--- config.mk ---
export PLATFORM = sky130hd
export DESIGN_NAME = uart_line_status_flags
export DESIGN_NICKNAME = d
export VERILOG_FILES = /design/src/uart_lsr_pkg.sv /design/src/rx_error_fifo.sv /design/src/break_detector.sv /design/src/uart_line_status_flags.sv
export SDC_FILE = /design/constraint.sdc
export NUM_CORES = 1
export LEC_CHECK = 0
export BUFFER_PORTS_ARGS = -buffer_cell sky130_fd_sc_hd__clkbuf_2
export CAP_MARGIN = 0
export CORE_ASPECT_RATIO = 0.75
export CORE_UTILIZATION = 30
export DETAILED_ROUTE_END_ITERATION = 10
export PLACE_DENSITY = 0.53
export SLEW_MARGIN = 20
export SYNTH_ARGS = -nofsm -noshare
export SYNTH_HDL_FRONTEND = slang
export SYNTH_SLANG_ARGS = --single-unit
--- constraint.sdc ---
create_clock -name clk_sys_in -period 3.1 [get_ports clk_sys_in]
set_clock_uncertainty 0.15 [all_clocks]
set_input_delay 0.465 -clock clk_sys_in [delete_from_list [all_inputs] [get_ports clk_sys_in]]
set_output_delay 0.465 -clock clk_sys_in [all_outputs]
set_load 0.1 [all_outputs]
--- src/uart_lsr_pkg.sv ---
// Shared constants for the line status flag block
package uart_lsr_pkg;
   // Register bus geometry
   localparam int ADDR_W = 3;
   localparam int DATA_W = 8;
   // Register offsets
   localparam logic [2:0] REG_DATA = 3'h0;
   localparam logic [2:0] REG_EV_MASK = 3'h1;
   localparam logic [2:0] REG_EV_STATUS = 3'h2;
   localparam logic [2:0] REG_CONFIG = 3'h3;
   localparam logic [2:0] REG_LINE_STATUS = 3'h4;
   // Line status bit positions
   localparam int LS_READY = 0;
   localparam int LS_OVERRUN = 1;
   localparam int LS_PARITY = 2;
   localparam int LS_FRAMING = 3;
   localparam int LS_BREAK = 4;
   localparam int LS_HOLD_EMPTY = 5;
   localparam int LS_TX_EMPTY = 6;
   localparam int LS_FIFO_ERR = 7;
   // Event status and mask bit positions
   localparam int EV_RX_READY = 0;
   localparam int EV_LINE_ERR = 1;
   localparam int EV_HOLD_EMPTY = 2;
   localparam int EV_W = 3;
   // Configuration fields and reset values
   localparam int CFG_FIFO_EN = 0;
   localparam int CFG_FRAME_LSB = 4;
   localparam int CFG_FRAME_W = 4;
   localparam logic [7:0] CONFIG_RESET = 8'hA0;
   localparam logic [EV_W-1:0] EV_MASK_RESET = 3'h0;
   // FIFO geometry
   localparam int FIFO_DEPTH = 16;
   localparam int PTR_W = 4;
   localparam int CNT_W = 5;
   localparam logic [CNT_W-1:0] DEPTH_FIFO = 5'h10;
   localparam logic [CNT_W-1:0] DEPTH_PLAIN = 5'h01;
   localparam logic [7:0] BREAK_CHAR = 8'h00;
endpackage : uart_lsr_pkg

--- src/rx_error_fifo.sv ---
// Receive FIFO holding each character with its own error flags
`timescale 1ns/1ps
`default_nettype none
module rx_error_fifo (
   // Clock and reset
   input wire logic clk_sys_in,
   input wire logic rstn_in,
   // Write side
   input wire logic push_in,
   input wire logic [7:0] data_in,
   input wire logic parity_err_in,
   input wire logic framing_err_in,
   input wire logic break_in,
   input wire logic [uart_lsr_pkg::CNT_W-1:0] limit_in,
   // Read side
   input wire logic pop_in,
   output logic [7:0] head_data_out,
   output logic [2:0] head_flags_out,
   output logic [uart_lsr_pkg::CNT_W-1:0] count_out,
   output logic full_out,
   output logic err_any_out
);
   import uart_lsr_pkg::*;

   logic [10:0] mem [FIFO_DEPTH];
   logic [PTR_W-1:0] wr_ptr, rd_ptr, next_wr_ptr, next_rd_ptr;
   logic [CNT_W-1:0] count, next_count, err_count, next_err_count;
   logic do_push, do_pop, push_err, head_err;

   assign full_out = (count >= limit_in);
   assign do_push = push_in && !full_out;
   assign do_pop = pop_in && (count != 5'h00);
   assign push_err = parity_err_in | framing_err_in | break_in;
   assign head_err = |mem[rd_ptr][10:8];

   always_comb begin
      next_wr_ptr = wr_ptr + PTR_W'(do_push);
      next_rd_ptr = rd_ptr + PTR_W'(do_pop);
      next_count = count + CNT_W'(do_push) - CNT_W'(do_pop);
      // Counts queued characters that still carry an error
      next_err_count = err_count + CNT_W'(do_push && push_err)
                       - CNT_W'(do_pop && head_err);
   end

   always_ff @(posedge clk_sys_in or negedge rstn_in) begin
      if (!rstn_in) begin
         wr_ptr <= 4'h0;
         rd_ptr <= 4'h0;
         count <= 5'h00;
         err_count <= 5'h00;
      end else begin
         wr_ptr <= next_wr_ptr;
         rd_ptr <= next_rd_ptr;
         count <= next_count;
         err_count <= next_err_count;
      end
   end

   always_ff @(posedge clk_sys_in) begin
      if (do_push) begin
         mem[wr_ptr] <= {break_in, framing_err_in, parity_err_in, data_in};
      end
   end

   assign head_data_out = (count != 5'h00) ? mem[rd_ptr][7:0] : 8'h00;
   assign head_flags_out = (count != 5'h00) ? mem[rd_ptr][10:8] : 3'h0;
   assign count_out = count;
   assign err_any_out = (err_count != 5'h00);
endmodule : rx_error_fifo
`default_nettype wire

--- src/break_detector.sv ---
// Detects the receive line held low for a whole frame, once per break
`timescale 1ns/1ps
`default_nettype none
module break_detector (
   // Clock and reset
   input wire logic clk_sys_in,
   input wire logic rstn_in,
   // Line and timing
   input wire logic rx_line_in,
   input wire logic bit_tick_in,
   input wire logic [uart_lsr_pkg::CFG_FRAME_W-1:0] frame_bits_in,
   // Result
   output logic break_pulse_out
);
   import uart_lsr_pkg::*;

   logic [CFG_FRAME_W-1:0] low_bits, next_low_bits;
   logic fired, next_fired, next_pulse;

   always_comb begin
      next_low_bits = low_bits;
      next_fired = fired;
      next_pulse = 1'b0;
      if (rx_line_in) begin
         next_low_bits = 4'h0;
         next_fired = 1'b0;
      end else if (bit_tick_in && !fired) begin
         next_low_bits = low_bits + 4'h1;
         if (next_low_bits >= frame_bits_in) begin
            // Only one report until the line returns high
            next_fired = 1'b1;
            next_pulse = 1'b1;
         end
      end
   end

   always_ff @(posedge clk_sys_in or negedge rstn_in) begin
      if (!rstn_in) begin
         low_bits <= 4'h0;
         fired <= 1'b0;
         break_pulse_out <= 1'b0;
      end else begin
         low_bits <= next_low_bits;
         fired <= next_fired;
         break_pulse_out <= next_pulse;
      end
   end
endmodule : break_detector
`default_nettype wire

--- src/uart_line_status_flags.sv ---
// Line status flags, transmit holding stage and receive error FIFO
//
// Functional notes
// - FIFO mode: error summary sets while any queued character carries an error.
// - Summary clears once no queued character carries an error.
// - Plain mode: transmitter empty is 1 when holding and shift are empty.
// - Transmitter empty is 0 while holding stage or shift holds a character.
// - FIFO mode: transmitter empty is 1 when FIFO and shift are empty.
// - Plain mode: holding empty sets when the character moves to shift.
// - Plain mode: holding empty clears on the CPU write to holding.
// - FIFO mode: holding empty tracks transmit FIFO being empty.
// - Interrupt requested while holding empty and its enable are set.
// - Break flag sets when the line stays low a whole frame.
// - FIFO mode: one break character queued per break condition.
// - Framing flag sets when the stop bit is not valid.
// - Framing flag reported for the head character, stored per character.
// - Error summary, break and framing flags are 0 after reset.
// - Parity flag reported for the head character on a parity failure.
// - Full FIFO: new character sets overrun and is not stored.
// - Ready flag set while a received character is held.
`timescale 1ns/1ps
`default_nettype none
module uart_line_status_flags (
   // Clock and reset
   input wire logic clk_sys_in,
   input wire logic rstn_in,
   // Register bus
   input wire logic [uart_lsr_pkg::ADDR_W-1:0] addr_in,
   input wire logic [uart_lsr_pkg::DATA_W-1:0] wdata_in,
   input wire logic wr_in,
   input wire logic rd_in,
   output logic [uart_lsr_pkg::DATA_W-1:0] rdata_out,
   // Serial receive pin and bit timing
   input wire logic rx_serial_in,
   input wire logic bit_tick_in,
   // Receiver character strobe
   input wire logic rx_char_valid_in,
   input wire logic [7:0] rx_char_in,
   input wire logic rx_parity_ok_in,
   input wire logic rx_stop_ok_in,
   // Transmitter side
   output logic tx_valid_out,
   output logic [7:0] tx_data_out,
   input wire logic tx_take_in,
   input wire logic tx_shift_busy_in,
   // Interrupt
   output logic irq_out
);
   import uart_lsr_pkg::*;

   // Pin synchroniser
   logic rx_meta, rx_line;

   always_ff @(posedge clk_sys_in or negedge rstn_in) begin
      if (!rstn_in) begin
         rx_meta <= 1'b1;
         rx_line <= 1'b1;
      end else begin
         rx_meta <= rx_serial_in;
         rx_line <= rx_meta;
      end
   end

   // Bus decode
   logic wr_data, wr_mask, wr_status, wr_config, rd_data, rd_line_status;

   assign wr_data = wr_in && (addr_in == REG_DATA);
   assign wr_mask = wr_in && (addr_in == REG_EV_MASK);
   assign wr_status = wr_in && (addr_in == REG_EV_STATUS);
   assign wr_config = wr_in && (addr_in == REG_CONFIG);
   assign rd_data = rd_in && (addr_in == REG_DATA);
   assign rd_line_status = rd_in && (addr_in == REG_LINE_STATUS);

   // Configuration and mask
   logic [7:0] line_config, next_line_config;
   logic [EV_W-1:0] ev_mask, next_ev_mask;
   logic fifo_en;
   logic [CFG_FRAME_W-1:0] frame_bits;
   logic [CNT_W-1:0] depth_limit;

   always_comb begin
      next_line_config = wr_config ? wdata_in : line_config;
      next_ev_mask = wr_mask ? wdata_in[EV_W-1:0] : ev_mask;
   end

   always_ff @(posedge clk_sys_in or negedge rstn_in) begin
      if (!rstn_in) begin
         line_config <= CONFIG_RESET;
         ev_mask <= EV_MASK_RESET;
      end else begin
         line_config <= next_line_config;
         ev_mask <= next_ev_mask;
      end
   end

   assign fifo_en = line_config[CFG_FIFO_EN];
   assign frame_bits = line_config[CFG_FRAME_LSB +: CFG_FRAME_W];
   // Plain mode is a FIFO of one character
   assign depth_limit = fifo_en ? DEPTH_FIFO : DEPTH_PLAIN;

   // Transmit holding stage or FIFO
   logic [7:0] tx_mem [FIFO_DEPTH];
   logic [PTR_W-1:0] tx_wr_ptr, tx_rd_ptr, next_tx_wr_ptr, next_tx_rd_ptr;
   logic [CNT_W-1:0] tx_count, next_tx_count;
   logic tx_push, tx_pop, holding_empty, tx_fully_empty;

   assign tx_push = wr_data && (tx_count < depth_limit);
   assign tx_pop = tx_take_in && (tx_count != 5'h00);

   always_comb begin
      next_tx_wr_ptr = tx_wr_ptr + PTR_W'(tx_push);
      next_tx_rd_ptr = tx_rd_ptr + PTR_W'(tx_pop);
      next_tx_count = tx_count + CNT_W'(tx_push) - CNT_W'(tx_pop);
   end

   always_ff @(posedge clk_sys_in or negedge rstn_in) begin
      if (!rstn_in) begin
         tx_wr_ptr <= 4'h0;
         tx_rd_ptr <= 4'h0;
         tx_count <= 5'h00;
      end else begin
         tx_wr_ptr <= next_tx_wr_ptr;
         tx_rd_ptr <= next_tx_rd_ptr;
         tx_count <= next_tx_count;
      end
   end

   always_ff @(posedge clk_sys_in) begin
      if (tx_push) begin
         tx_mem[tx_wr_ptr] <= wdata_in;
      end
   end

   assign tx_valid_out = (tx_count != 5'h00);
   assign tx_data_out = tx_mem[tx_rd_ptr];
   assign holding_empty = (tx_count == 5'h00);
   // Holding stage or FIFO and shift register both idle
   assign tx_fully_empty = holding_empty
                           && !tx_shift_busy_in;

   // Break detection
   logic brk_pulse;

   break_detector u_break (
      .clk_sys_in(clk_sys_in),
      .rstn_in(rstn_in),
      .rx_line_in(rx_line),
      .bit_tick_in(bit_tick_in),
      .frame_bits_in(frame_bits),
      .break_pulse_out(brk_pulse)
   );

   // Receive FIFO
   logic rx_push, rx_pop, rx_full, rx_err_any;
   logic [7:0] rx_push_data, rx_head_data;
   logic rx_push_pe, rx_push_fe, rx_push_bi;
   logic [2:0] rx_head_flags;
   logic [CNT_W-1:0] rx_count;

   always_comb begin
      rx_push = brk_pulse || rx_char_valid_in;
      rx_push_data = rx_char_in;
      rx_push_pe = !rx_parity_ok_in;
      rx_push_fe = !rx_stop_ok_in;
      rx_push_bi = 1'b0;
      if (brk_pulse) begin
         // A single break character stands for the whole break
         rx_push_data = BREAK_CHAR;
         rx_push_pe = 1'b0;
         rx_push_fe = 1'b1;
         rx_push_bi = 1'b1;
      end
   end

   assign rx_pop = rd_data;

   rx_error_fifo u_rx_fifo (
      .clk_sys_in(clk_sys_in),
      .rstn_in(rstn_in),
      .push_in(rx_push),
      .data_in(rx_push_data),
      .parity_err_in(rx_push_pe),
      .framing_err_in(rx_push_fe),
      .break_in(rx_push_bi),
      .limit_in(depth_limit),
      .pop_in(rx_pop),
      .head_data_out(rx_head_data),
      .head_flags_out(rx_head_flags),
      .count_out(rx_count),
      .full_out(rx_full),
      .err_any_out(rx_err_any)
   );

   // Line status flags
   logic overrun, next_overrun, head_seen, next_head_seen;
   logic [7:0] line_status;

   always_comb begin
      next_overrun = overrun;
      next_head_seen = head_seen;
      if (rd_line_status) begin
         next_overrun = 1'b0;
      end
      // Only a character already held can be hidden by a status read
      if (rd_line_status && (rx_count != 5'h00)) begin
         next_head_seen = 1'b1;
      end
      if (rx_pop) begin
         next_head_seen = 1'b0;
      end
      // A new overrun wins over a clearing read
      if (rx_push && rx_full) begin
         next_overrun = 1'b1;
      end
   end

   always_ff @(posedge clk_sys_in or negedge rstn_in) begin
      if (!rstn_in) begin
         overrun <= 1'b0;
         head_seen <= 1'b0;
      end else begin
         overrun <= next_overrun;
         head_seen <= next_head_seen;
      end
   end

   always_comb begin
      line_status = 8'h00;
      line_status[LS_READY] = (rx_count != 5'h00);
      line_status[LS_OVERRUN] = overrun;
      line_status[LS_PARITY] = rx_head_flags[0] && !head_seen;
      line_status[LS_FRAMING] = rx_head_flags[1] && !head_seen;
      line_status[LS_BREAK] = rx_head_flags[2] && !head_seen;
      line_status[LS_HOLD_EMPTY] = holding_empty;
      line_status[LS_TX_EMPTY] = tx_fully_empty;
      line_status[LS_FIFO_ERR] = fifo_en
                                 && rx_err_any;
   end

   // Event status and interrupt
   logic [EV_W-1:0] ev_status, next_ev_status, ev_set;

   always_comb begin
      ev_set = '0;
      ev_set[EV_RX_READY] = rx_push && !rx_full;
      ev_set[EV_LINE_ERR] = (rx_push && rx_full) || brk_pulse ||
                            (rx_char_valid_in && !(rx_parity_ok_in &&
                                                   rx_stop_ok_in));
      ev_set[EV_HOLD_EMPTY] = holding_empty;
      next_ev_status = ev_status;
      if (wr_status) begin
         next_ev_status = ev_status & ~wdata_in[EV_W-1:0];
      end
      // Set wins over a simultaneous clear
      next_ev_status = next_ev_status | ev_set;
   end

   always_ff @(posedge clk_sys_in or negedge rstn_in) begin
      if (!rstn_in) begin
         ev_status <= '0;
      end else begin
         ev_status <= next_ev_status;
      end
   end

   assign irq_out = |(ev_status & ev_mask);

   // Read data, valid in the cycle after the read strobe
   logic [7:0] next_rdata;

   always_comb begin
      next_rdata = 8'h00;
      if (rd_in) begin
         unique case (addr_in)
            REG_DATA: next_rdata = rx_head_data;
            REG_EV_MASK: next_rdata = {5'h00, ev_mask};
            REG_EV_STATUS: next_rdata = {5'h00, ev_status};
            REG_CONFIG: next_rdata = line_config;
            REG_LINE_STATUS: next_rdata = line_status;
            default: next_rdata = 8'h00;
         endcase
      end
   end

   always_ff @(posedge clk_sys_in or negedge rstn_in) begin
      if (!rstn_in) begin
         rdata_out <= 8'h00;
      end else begin
         rdata_out <= next_rdata;
      end
   end
endmodule : uart_line_status_flags
`default_nettype wire

* Word-level counts from Yosys, hierarchy flattened
Memories as Yosys holds them, arrays and structs flattened.
Index checks and enable logic that the tools add are counted.
** Storage, ports and cells
- RAM bits :: 304
- Input bits :: 30
- Logic and storage cells :: 114
- Output and inout port bits :: 18
- Memories :: 2
- Bits in registers :: 63
** Cells by class
- Order comparisons :: 3
- Eq/ne operators :: 4
- Muxes and demuxes :: 26
- Reductions and logical operators :: 44
- Add/subtract/negate cells :: 11
- Bitwise gates (word level) :: 6
** Memories
- u_rx_fifo.mem :: depth 16, bits a word 11, rd ports 1, clocked after memory_dff 0, wr ports 1, line rx_error_fifo.sv:25 : logic [10:0] mem [FIFO_DEPTH];
- tx_mem :: depth 16, bits a word 8, rd ports 1, clocked after memory_dff 0, wr ports 1, line uart_line_status_flags.sv:102 : logic [7:0] tx_mem [FIFO_DEPTH];
** Operator list (count)
- $pmux 8 s5 :: 1
- $mux 8 :: 3
- $logic_and 1x1->1 :: 22
- $mux 1 :: 17
- $add 4x1->4 :: 4
- $add 5x1->5 :: 3
- $reduce_bool 5->1 :: 3
- $sub 5x1->5 :: 3
- $mux 4 :: 2
- $reduce_bool 2->1 :: 4
- $logic_not 1->1 :: 7
- $and 3x3->3 :: 2
- $eq 3x2->1 const B :: 2
- $mux 3 :: 2
- $reduce_or 3->1 :: 2
- $ge 5x5->1 :: 1
- $logic_not 5->1 :: 1
- $lt 5x5->1 :: 1
- $mux 5 :: 1
- $add 4x1->4 const B :: 1
- $ge 4x4->1 :: 1
- $eq 3x1->1 const B :: 1
- $eq 3x3->1 const B :: 1
- $logic_not 3->1 :: 1
- 5 further kinds :: 8

* Logic depth before layout (Yosys ltp)
- Depth after elaboration :: 7
- Gate-level depth with buffers :: 16
- Gate-level depth less buffers :: 15

* Hierarchy
From an unflattened synthesis, not the netlist that was laid out.
** Second synthesis, totals
- Cell total of the unflattened synthesis :: 863
- Area, all modules :: 15456.1 um^2
** By module, submodules not included
- rx_error_fifo :: area an instance 7936.4 um^2, times used 1, cells each 393, sequential area each 5735.5 um^2
- uart_line_status_flags :: area an instance 7141.8 um^2, times used 1, cells each 434, sequential area each 4824.6 um^2
- break_detector :: area an instance 377.9 um^2, times used 1, cells each 36, sequential area each 150.1 um^2

* Least setup slack after synthesis
No wires, ideal clock.
- Path kind :: register to register
- Start :: register u_rx_fifo.rd_ptr[0]
- End :: register u_rx_fifo.err_count[4]
- Setup slack :: -66 ps
- Setup time :: 123 ps
- Clock period less this slack :: 3166 ps
- Cell stages (with the launch flop) :: 16
- Data arrival time :: 2893 ps
- Cell sequence :: dfrtp_1 buf_6 buf_12 mux4_2 a22oi_1 nand3_1 nor3_1 nor2_1 ha_1 inv_1 ha_1 fa_1 a21oi_1 nor2_1 nor2_1 xnor2_1
** Between the ends
- Word-level cells in the longest chain between the ends :: 4
** Ends and longest elaborated chain
- start, declared :: line rx_error_fifo.sv:26 : logic [PTR_W-1:0] wr_ptr, rd_ptr, next_wr_ptr, next_rd_ptr;
- start signal, assigned :: line rx_error_fifo.sv:53 : rd_ptr <= next_rd_ptr;
- $mem_v2 16x11
- $reduce_or 3->1 :: line rx_error_fifo.sv:34 : assign head_err = |mem[rd_ptr][10:8];
- $logic_and 1x1->1 :: line rx_error_fifo.sv:42 : - CNT_W'(do_pop && head_err);
- $sub 5x1->5 :: line rx_error_fifo.sv:42
- net u_rx_fifo.next_err_count[4] :: line rx_error_fifo.sv:27 : logic [CNT_W-1:0] count, next_count, err_count, next_err_count;
- end signal, assigned :: line rx_error_fifo.sv:55 : err_count <= next_err_count;
- end, declared :: line rx_error_fifo.sv:27
The timed path passes the listed nets, and every way through them passes these cells.
A chain may end at the register's enable or synchronous reset.

* Worst setup path in the final report
Ends and elaborated chain as after synthesis.

==> impl_summary.log <==
INFO  metric top_level_ports = 48
INFO  metric placeableCoreArea = 49310 sq um
INFO  metric final.fill_count = 4551
INFO  metric num_antenna_cells = 0
INFO  metric layout.cells.non_filler = 1685
INFO  metric setup_violations = 0
INFO  metric number_of_enable_type_register_cells_in_the_synthesized_netlist = 304
INFO  metric worst_setup_path_end_kind = flop
INFO  metric worstSetupStartpointType = flop
INFO  metric detailroute.wirelength.met3 = 1.631 mm
INFO  metric ys.warnings.count = 0
INFO  metric start_util = 30.71%
INFO  metric cts.htree.levels = 2
INFO  metric vdd.ir_drop.worst = 715.0 uV
INFO  metric synth.lib_cells_used.distinct = 49
INFO  metric total_cts_buffers = 39
INFO  metric first_global_vias = 8134
INFO  metric worstPathArrival = 3.38 ns
INFO  metric die_area = 51390 sq um
INFO  metric power_leakage = 6.682 nW
INFO  metric ctsRootBufferMaster = sky130_fd_sc_hd__clkbuf_16
INFO  metric final_period_minus_worst_setup_slack = 3.051 ns
INFO  metric synthesis.area_per_instance = 17.71 sq um
INFO  metric grt_setup_unrepaired = yes
INFO  metric critical_path.max_fanout = 3
INFO  metric gp_routability_congestion = 0.7672
INFO  metric dpl-instance-area = 16880 sq um
INFO  metric post_route_setup_tns = 0 ns
INFO  metric timing.reg2reg.worst_path_depth = 14
INFO  metric worst_r2r_startpoint = u_rx_fifo.rd_ptr[0]$_DFF_PN0_
INFO  metric dr.max_layer_used = met4
INFO  metric synth_sequential_area_ratio = 70.73%
INFO  metric die_height = 196.6 um
INFO  metric clock.fmax = 327.8 MHz
INFO  metric dpl_worst_slack = -0.1593 ns
INFO  metric critical_path_class = reg -> reg
INFO  metric synth_top_flop_cell = sky130_fd_sc_hd__edfxtp_1
INFO  metric placement.io_buffers = 47
INFO  metric grt_start_max_net_pins = 38
INFO  metric synth.cells.most_frequent = sky130_fd_sc_hd__edfxtp_1 (304), sky130_fd_sc_hd__dfrtp_1 (59), sky130_fd_sc_hd__nor2_1 (57), sky130_fd_sc_hd__mux4_2 (53), sky130_fd_sc_hd__ha_1 (38)
INFO  metric cts_num_sinks = 367
INFO  metric worst_hold_path.endpoint = ev_status[1]$_DFF_PN0_
INFO  metric hpwlAfterDp = 23.95 mm
INFO  metric area_growth_syn_to_layout = 22.40%
INFO  metric synthesis.area = 15140 sq um
INFO  metric postSynthRegisterBits = 367
INFO  metric finalPower = 17.22 mW
INFO  metric total_drc_errors_in_the_routed_layout = 0
INFO  metric route.antenna.remaining_nets = 0
INFO  metric synth_top_area_share = 60.29%
INFO  metric yosys.cell_count.top_type = sky130_fd_sc_hd__edfxtp_1
INFO  metric slew_viol_final = 0
INFO  metric netlist.top_cell.by_area = sky130_fd_sc_hd__edfxtp_1
INFO  metric place.detailed.instances = 1601
INFO  metric status = finished, final reports clean
INFO  metric fin_crit_sh = 98.41%
INFO  metric ff_latch_area = 10720 sq um
INFO  metric cts_max_path_buffers = 3
INFO  metric core.rowCount = 70
INFO  metric syn_nets = 926
INFO  metric regToRegSetupSlack = 0.05 ns
INFO  metric wl_met2 = 15.08 mm
INFO  metric share_of_cells_above_drive_strength_1 = 30.86%
INFO  metric dr_total_vias = 8061
INFO  metric globalRoute.totalOverflow = 0
INFO  metric clock_insertion_delay_worst_skew = 0.57 ns
INFO  metric drtPass1Iterations = 5
INFO  metric hold_path_depth = 2
INFO  metric nets = 1077
INFO  metric async_reset_ff_share = 17.17%
INFO  metric grt_pass1_wl = 53.68 mm
INFO  metric cts_tree = built
INFO  metric synth_top_cells_by_area = sky130_fd_sc_hd__edfxtp_1 (60%), sky130_fd_sc_hd__dfrtp_1 (9.8%), sky130_fd_sc_hd__mux4_2 (7.9%), sky130_fd_sc_hd__ha_1 (3.1%), sky130_fd_sc_hd__mux2_2 (1.9%)
INFO  metric cap_viol_max_count = 0
INFO  metric min_from = rx_char_valid_in
INFO  metric route.detailed.vias_per_inst = 4.784
INFO  metric power.density_cell_area = 929.0 nW/um^2
INFO  metric floorplan.die.width = 261.4 um
INFO  metric groute.usage.overall = 14.34%
INFO  metric min_path_type = in -> reg
INFO  metric clk_pin_slew_worst_paths = 0.06 ns
INFO  metric hold_ws = 0.1367 ns
INFO  metric timing.final.hold_violations = 0
INFO  metric first_iter_violations = 731
INFO  metric finalWorstSetupSlack = 0.04914 ns
INFO  metric r2r_endpoint = u_rx_fifo.err_count[4]$_DFF_PN0_
INFO  metric multiInputGateArea = 4249 sq um
INFO  metric worst-endpoint-required = 3.43 ns
INFO  metric finalInstanceArea = 18530 sq um
INFO  metric wl_met1 = 18.45 mm
INFO  metric detail_route.wl_per_cell = 21.26 um
INFO  metric final_core_util = 37.59%
INFO  metric wl = 35.82 mm
INFO  metric worst_pin_slew = 1.039 ns
INFO  metric max-slew-margin-rel = 30.48%
INFO  metric post_synth_inst_count = 855
INFO  metric antenna_found_initial = 0
[final cells by class]
type / instances / share of cell area, %
clock inverter: 23 / 1.735
multi-input combinational: 427 / 22.93
inverter: 28 / 0.5671
clock buffer: 49 / 5.738
sequential: 367 / 57.82
timing repair buffer: 143 / 6.839
tap: 648 / 4.375
[flip-flops by register name, indices dropped and copies added (netlist names), 5 cells and up]
name,cells
u_rx_fifo.mem,176
tx_mem,128
line_config,8
rdata_out,8
tx_count,5
u_rx_fifo.count_out,5
u_rx_fifo.err_count,5
[power breakdown]
group	internal (mW)	total, mW	switching (mW)
sequential	5.83	6.20	0.368
combinational	2.64	6.01	3.37
clock	2.98	5.01	2.03
[cell usage in the layout (no fill, tap or decap), types with 4 or more instances in the layout]
| cell | Yosys | routed |
|---|---|---|
| sky130_fd_sc_hd__nand3b_1 | 6 | 6 |
| sky130_fd_sc_hd__inv_1 | 28 | 27 |
| sky130_fd_sc_hd__bufinv_16 | 0 | 6 |
| sky130_fd_sc_hd__nand2_1 | 31 | 31 |
| sky130_fd_sc_hd__clkbuf_16 | 0 | 40 |
| sky130_fd_sc_hd__buf_12 | 1 | 20 |
| sky130_fd_sc_hd__nand3_2 | 0 | 5 |
| sky130_fd_sc_hd__dfstp_2 | 4 | 4 |
| sky130_fd_sc_hd__nor2_1 | 57 | 57 |
| sky130_fd_sc_hd__nand3_1 | 18 | 13 |
| sky130_fd_sc_hd__dfrtp_2 | 0 | 5 |
| sky130_fd_sc_hd__dfrtp_1 | 59 | 54 |
| sky130_fd_sc_hd__a22oi_1 | 16 | 13 |
| sky130_fd_sc_hd__clkbuf_2 | 0 | 38 |
| sky130_fd_sc_hd__nand2b_1 | 7 | 7 |
| sky130_fd_sc_hd__a221oi_2 | 0 | 6 |
| sky130_fd_sc_hd__mux2i_1 | 29 | 29 |
| sky130_fd_sc_hd__o21ai_0 | 20 | 19 |
| sky130_fd_sc_hd__xnor2_1 | 13 | 13 |
| sky130_fd_sc_hd__dlygate4sd3_1 | 0 | 4 |
| sky130_fd_sc_hd__nor3_2 | 1 | 6 |
| sky130_fd_sc_hd__buf_4 | 2 | 77 |
| sky130_fd_sc_hd__mux2_2 | 26 | 26 |
| sky130_fd_sc_hd__ha_1 | 38 | 37 |
| sky130_fd_sc_hd__clkbuf_1 | 11 | 5 |
| sky130_fd_sc_hd__nor3_1 | 9 | 4 |
| sky130_fd_sc_hd__mux4_2 | 53 | 53 |
| sky130_fd_sc_hd__mux4_1 | 11 | 11 |
| sky130_fd_sc_hd__a21o_1 | 5 | 5 |
| sky130_fd_sc_hd__edfxtp_1 | 304 | 304 |
| sky130_fd_sc_hd__clkbuf_8 | 0 | 5 |
| sky130_fd_sc_hd__nor2b_1 | 15 | 14 |
| sky130_fd_sc_hd__a21oi_1 | 25 | 24 |
| sky130_fd_sc_hd__xor2_1 | 12 | 12 |
| sky130_fd_sc_hd__clkinv_2 | 0 | 5 |
[cells by family after synthesis]
group | Yosys count | synth area share (%)
AOI/OAI and AO/OA | 89 | 3.776
xor gates and xnor gates | 25 | 1.446
adders and majority gates | 41 | 3.537
buffers and inverters | 61 | 2.090
DFF | 367 | 70.73
muxes | 119 | 13.64
and+or+nand+nor | 153 | 4.776
[per-layer routing]
layer  global-route usage (%)  up-vias
li1                         -     3661
met1                    22.64     4184
met2                    19.75      169
met3                    2.688       47
met4                    4.005        0
met5                        0        -
[worst max-delay path by stage]
stage,start,endpoint,slack [ns]
finish,u_rx_fifo.rd_ptr[0]$_DFF_PN0_,u_rx_fifo.err_count[4]$_DFF_PN0_,0.05
global route,u_rx_fifo.rd_ptr[0]$_DFF_PN0_,u_rx_fifo.err_count[4]$_DFF_PN0_,-0.14
CTS,tx_rd_ptr[2]$_DFF_PN0_,tx_data_out[2],-0.07
detailed placement,u_rx_fifo.rd_ptr[0]$_DFF_PN0_,u_rx_fifo.err_count[4]$_DFF_PN0_,-0.16
global placement,u_rx_fifo.rd_ptr[0]$_DFF_PN0_,u_rx_fifo.err_count[4]$_DFF_PN0_,-0.16
floorplan,u_rx_fifo.rd_ptr[0]$_DFF_PN0_,u_rx_fifo.err_count[4]$_DFF_PN0_,-0.01
[repair_timing]
item                                    CTS  global route
hold buffers                              4             0
pin swaps                                 1            11
endpoints found under the setup margin    8            53
gates cloned                              0             1
resized for setup                         5            24
endpoints found under the hold margin    36             0
setup buffers                             2             5
[critical path: stages, from the launching register on]
cell	delay [ns]
sky130_fd_sc_hd__dfrtp_2	0.39
sky130_fd_sc_hd__buf_6	0.12
sky130_fd_sc_hd__mux4_2	0.50
sky130_fd_sc_hd__a22oi_2	0.18
sky130_fd_sc_hd__nand3_2	0.12
sky130_fd_sc_hd__nor3_2	0.19
sky130_fd_sc_hd__nor2_1	0.07
sky130_fd_sc_hd__ha_1	0.29
sky130_fd_sc_hd__inv_2	0.04
sky130_fd_sc_hd__ha_4	0.15
sky130_fd_sc_hd__fa_2	0.35
sky130_fd_sc_hd__a21oi_2	0.14
sky130_fd_sc_hd__nor2_1	0.05
sky130_fd_sc_hd__nor2_1	0.12
sky130_fd_sc_hd__xnor2_1	0.12
Note: power is estimated with default switching activity, not from simulation.
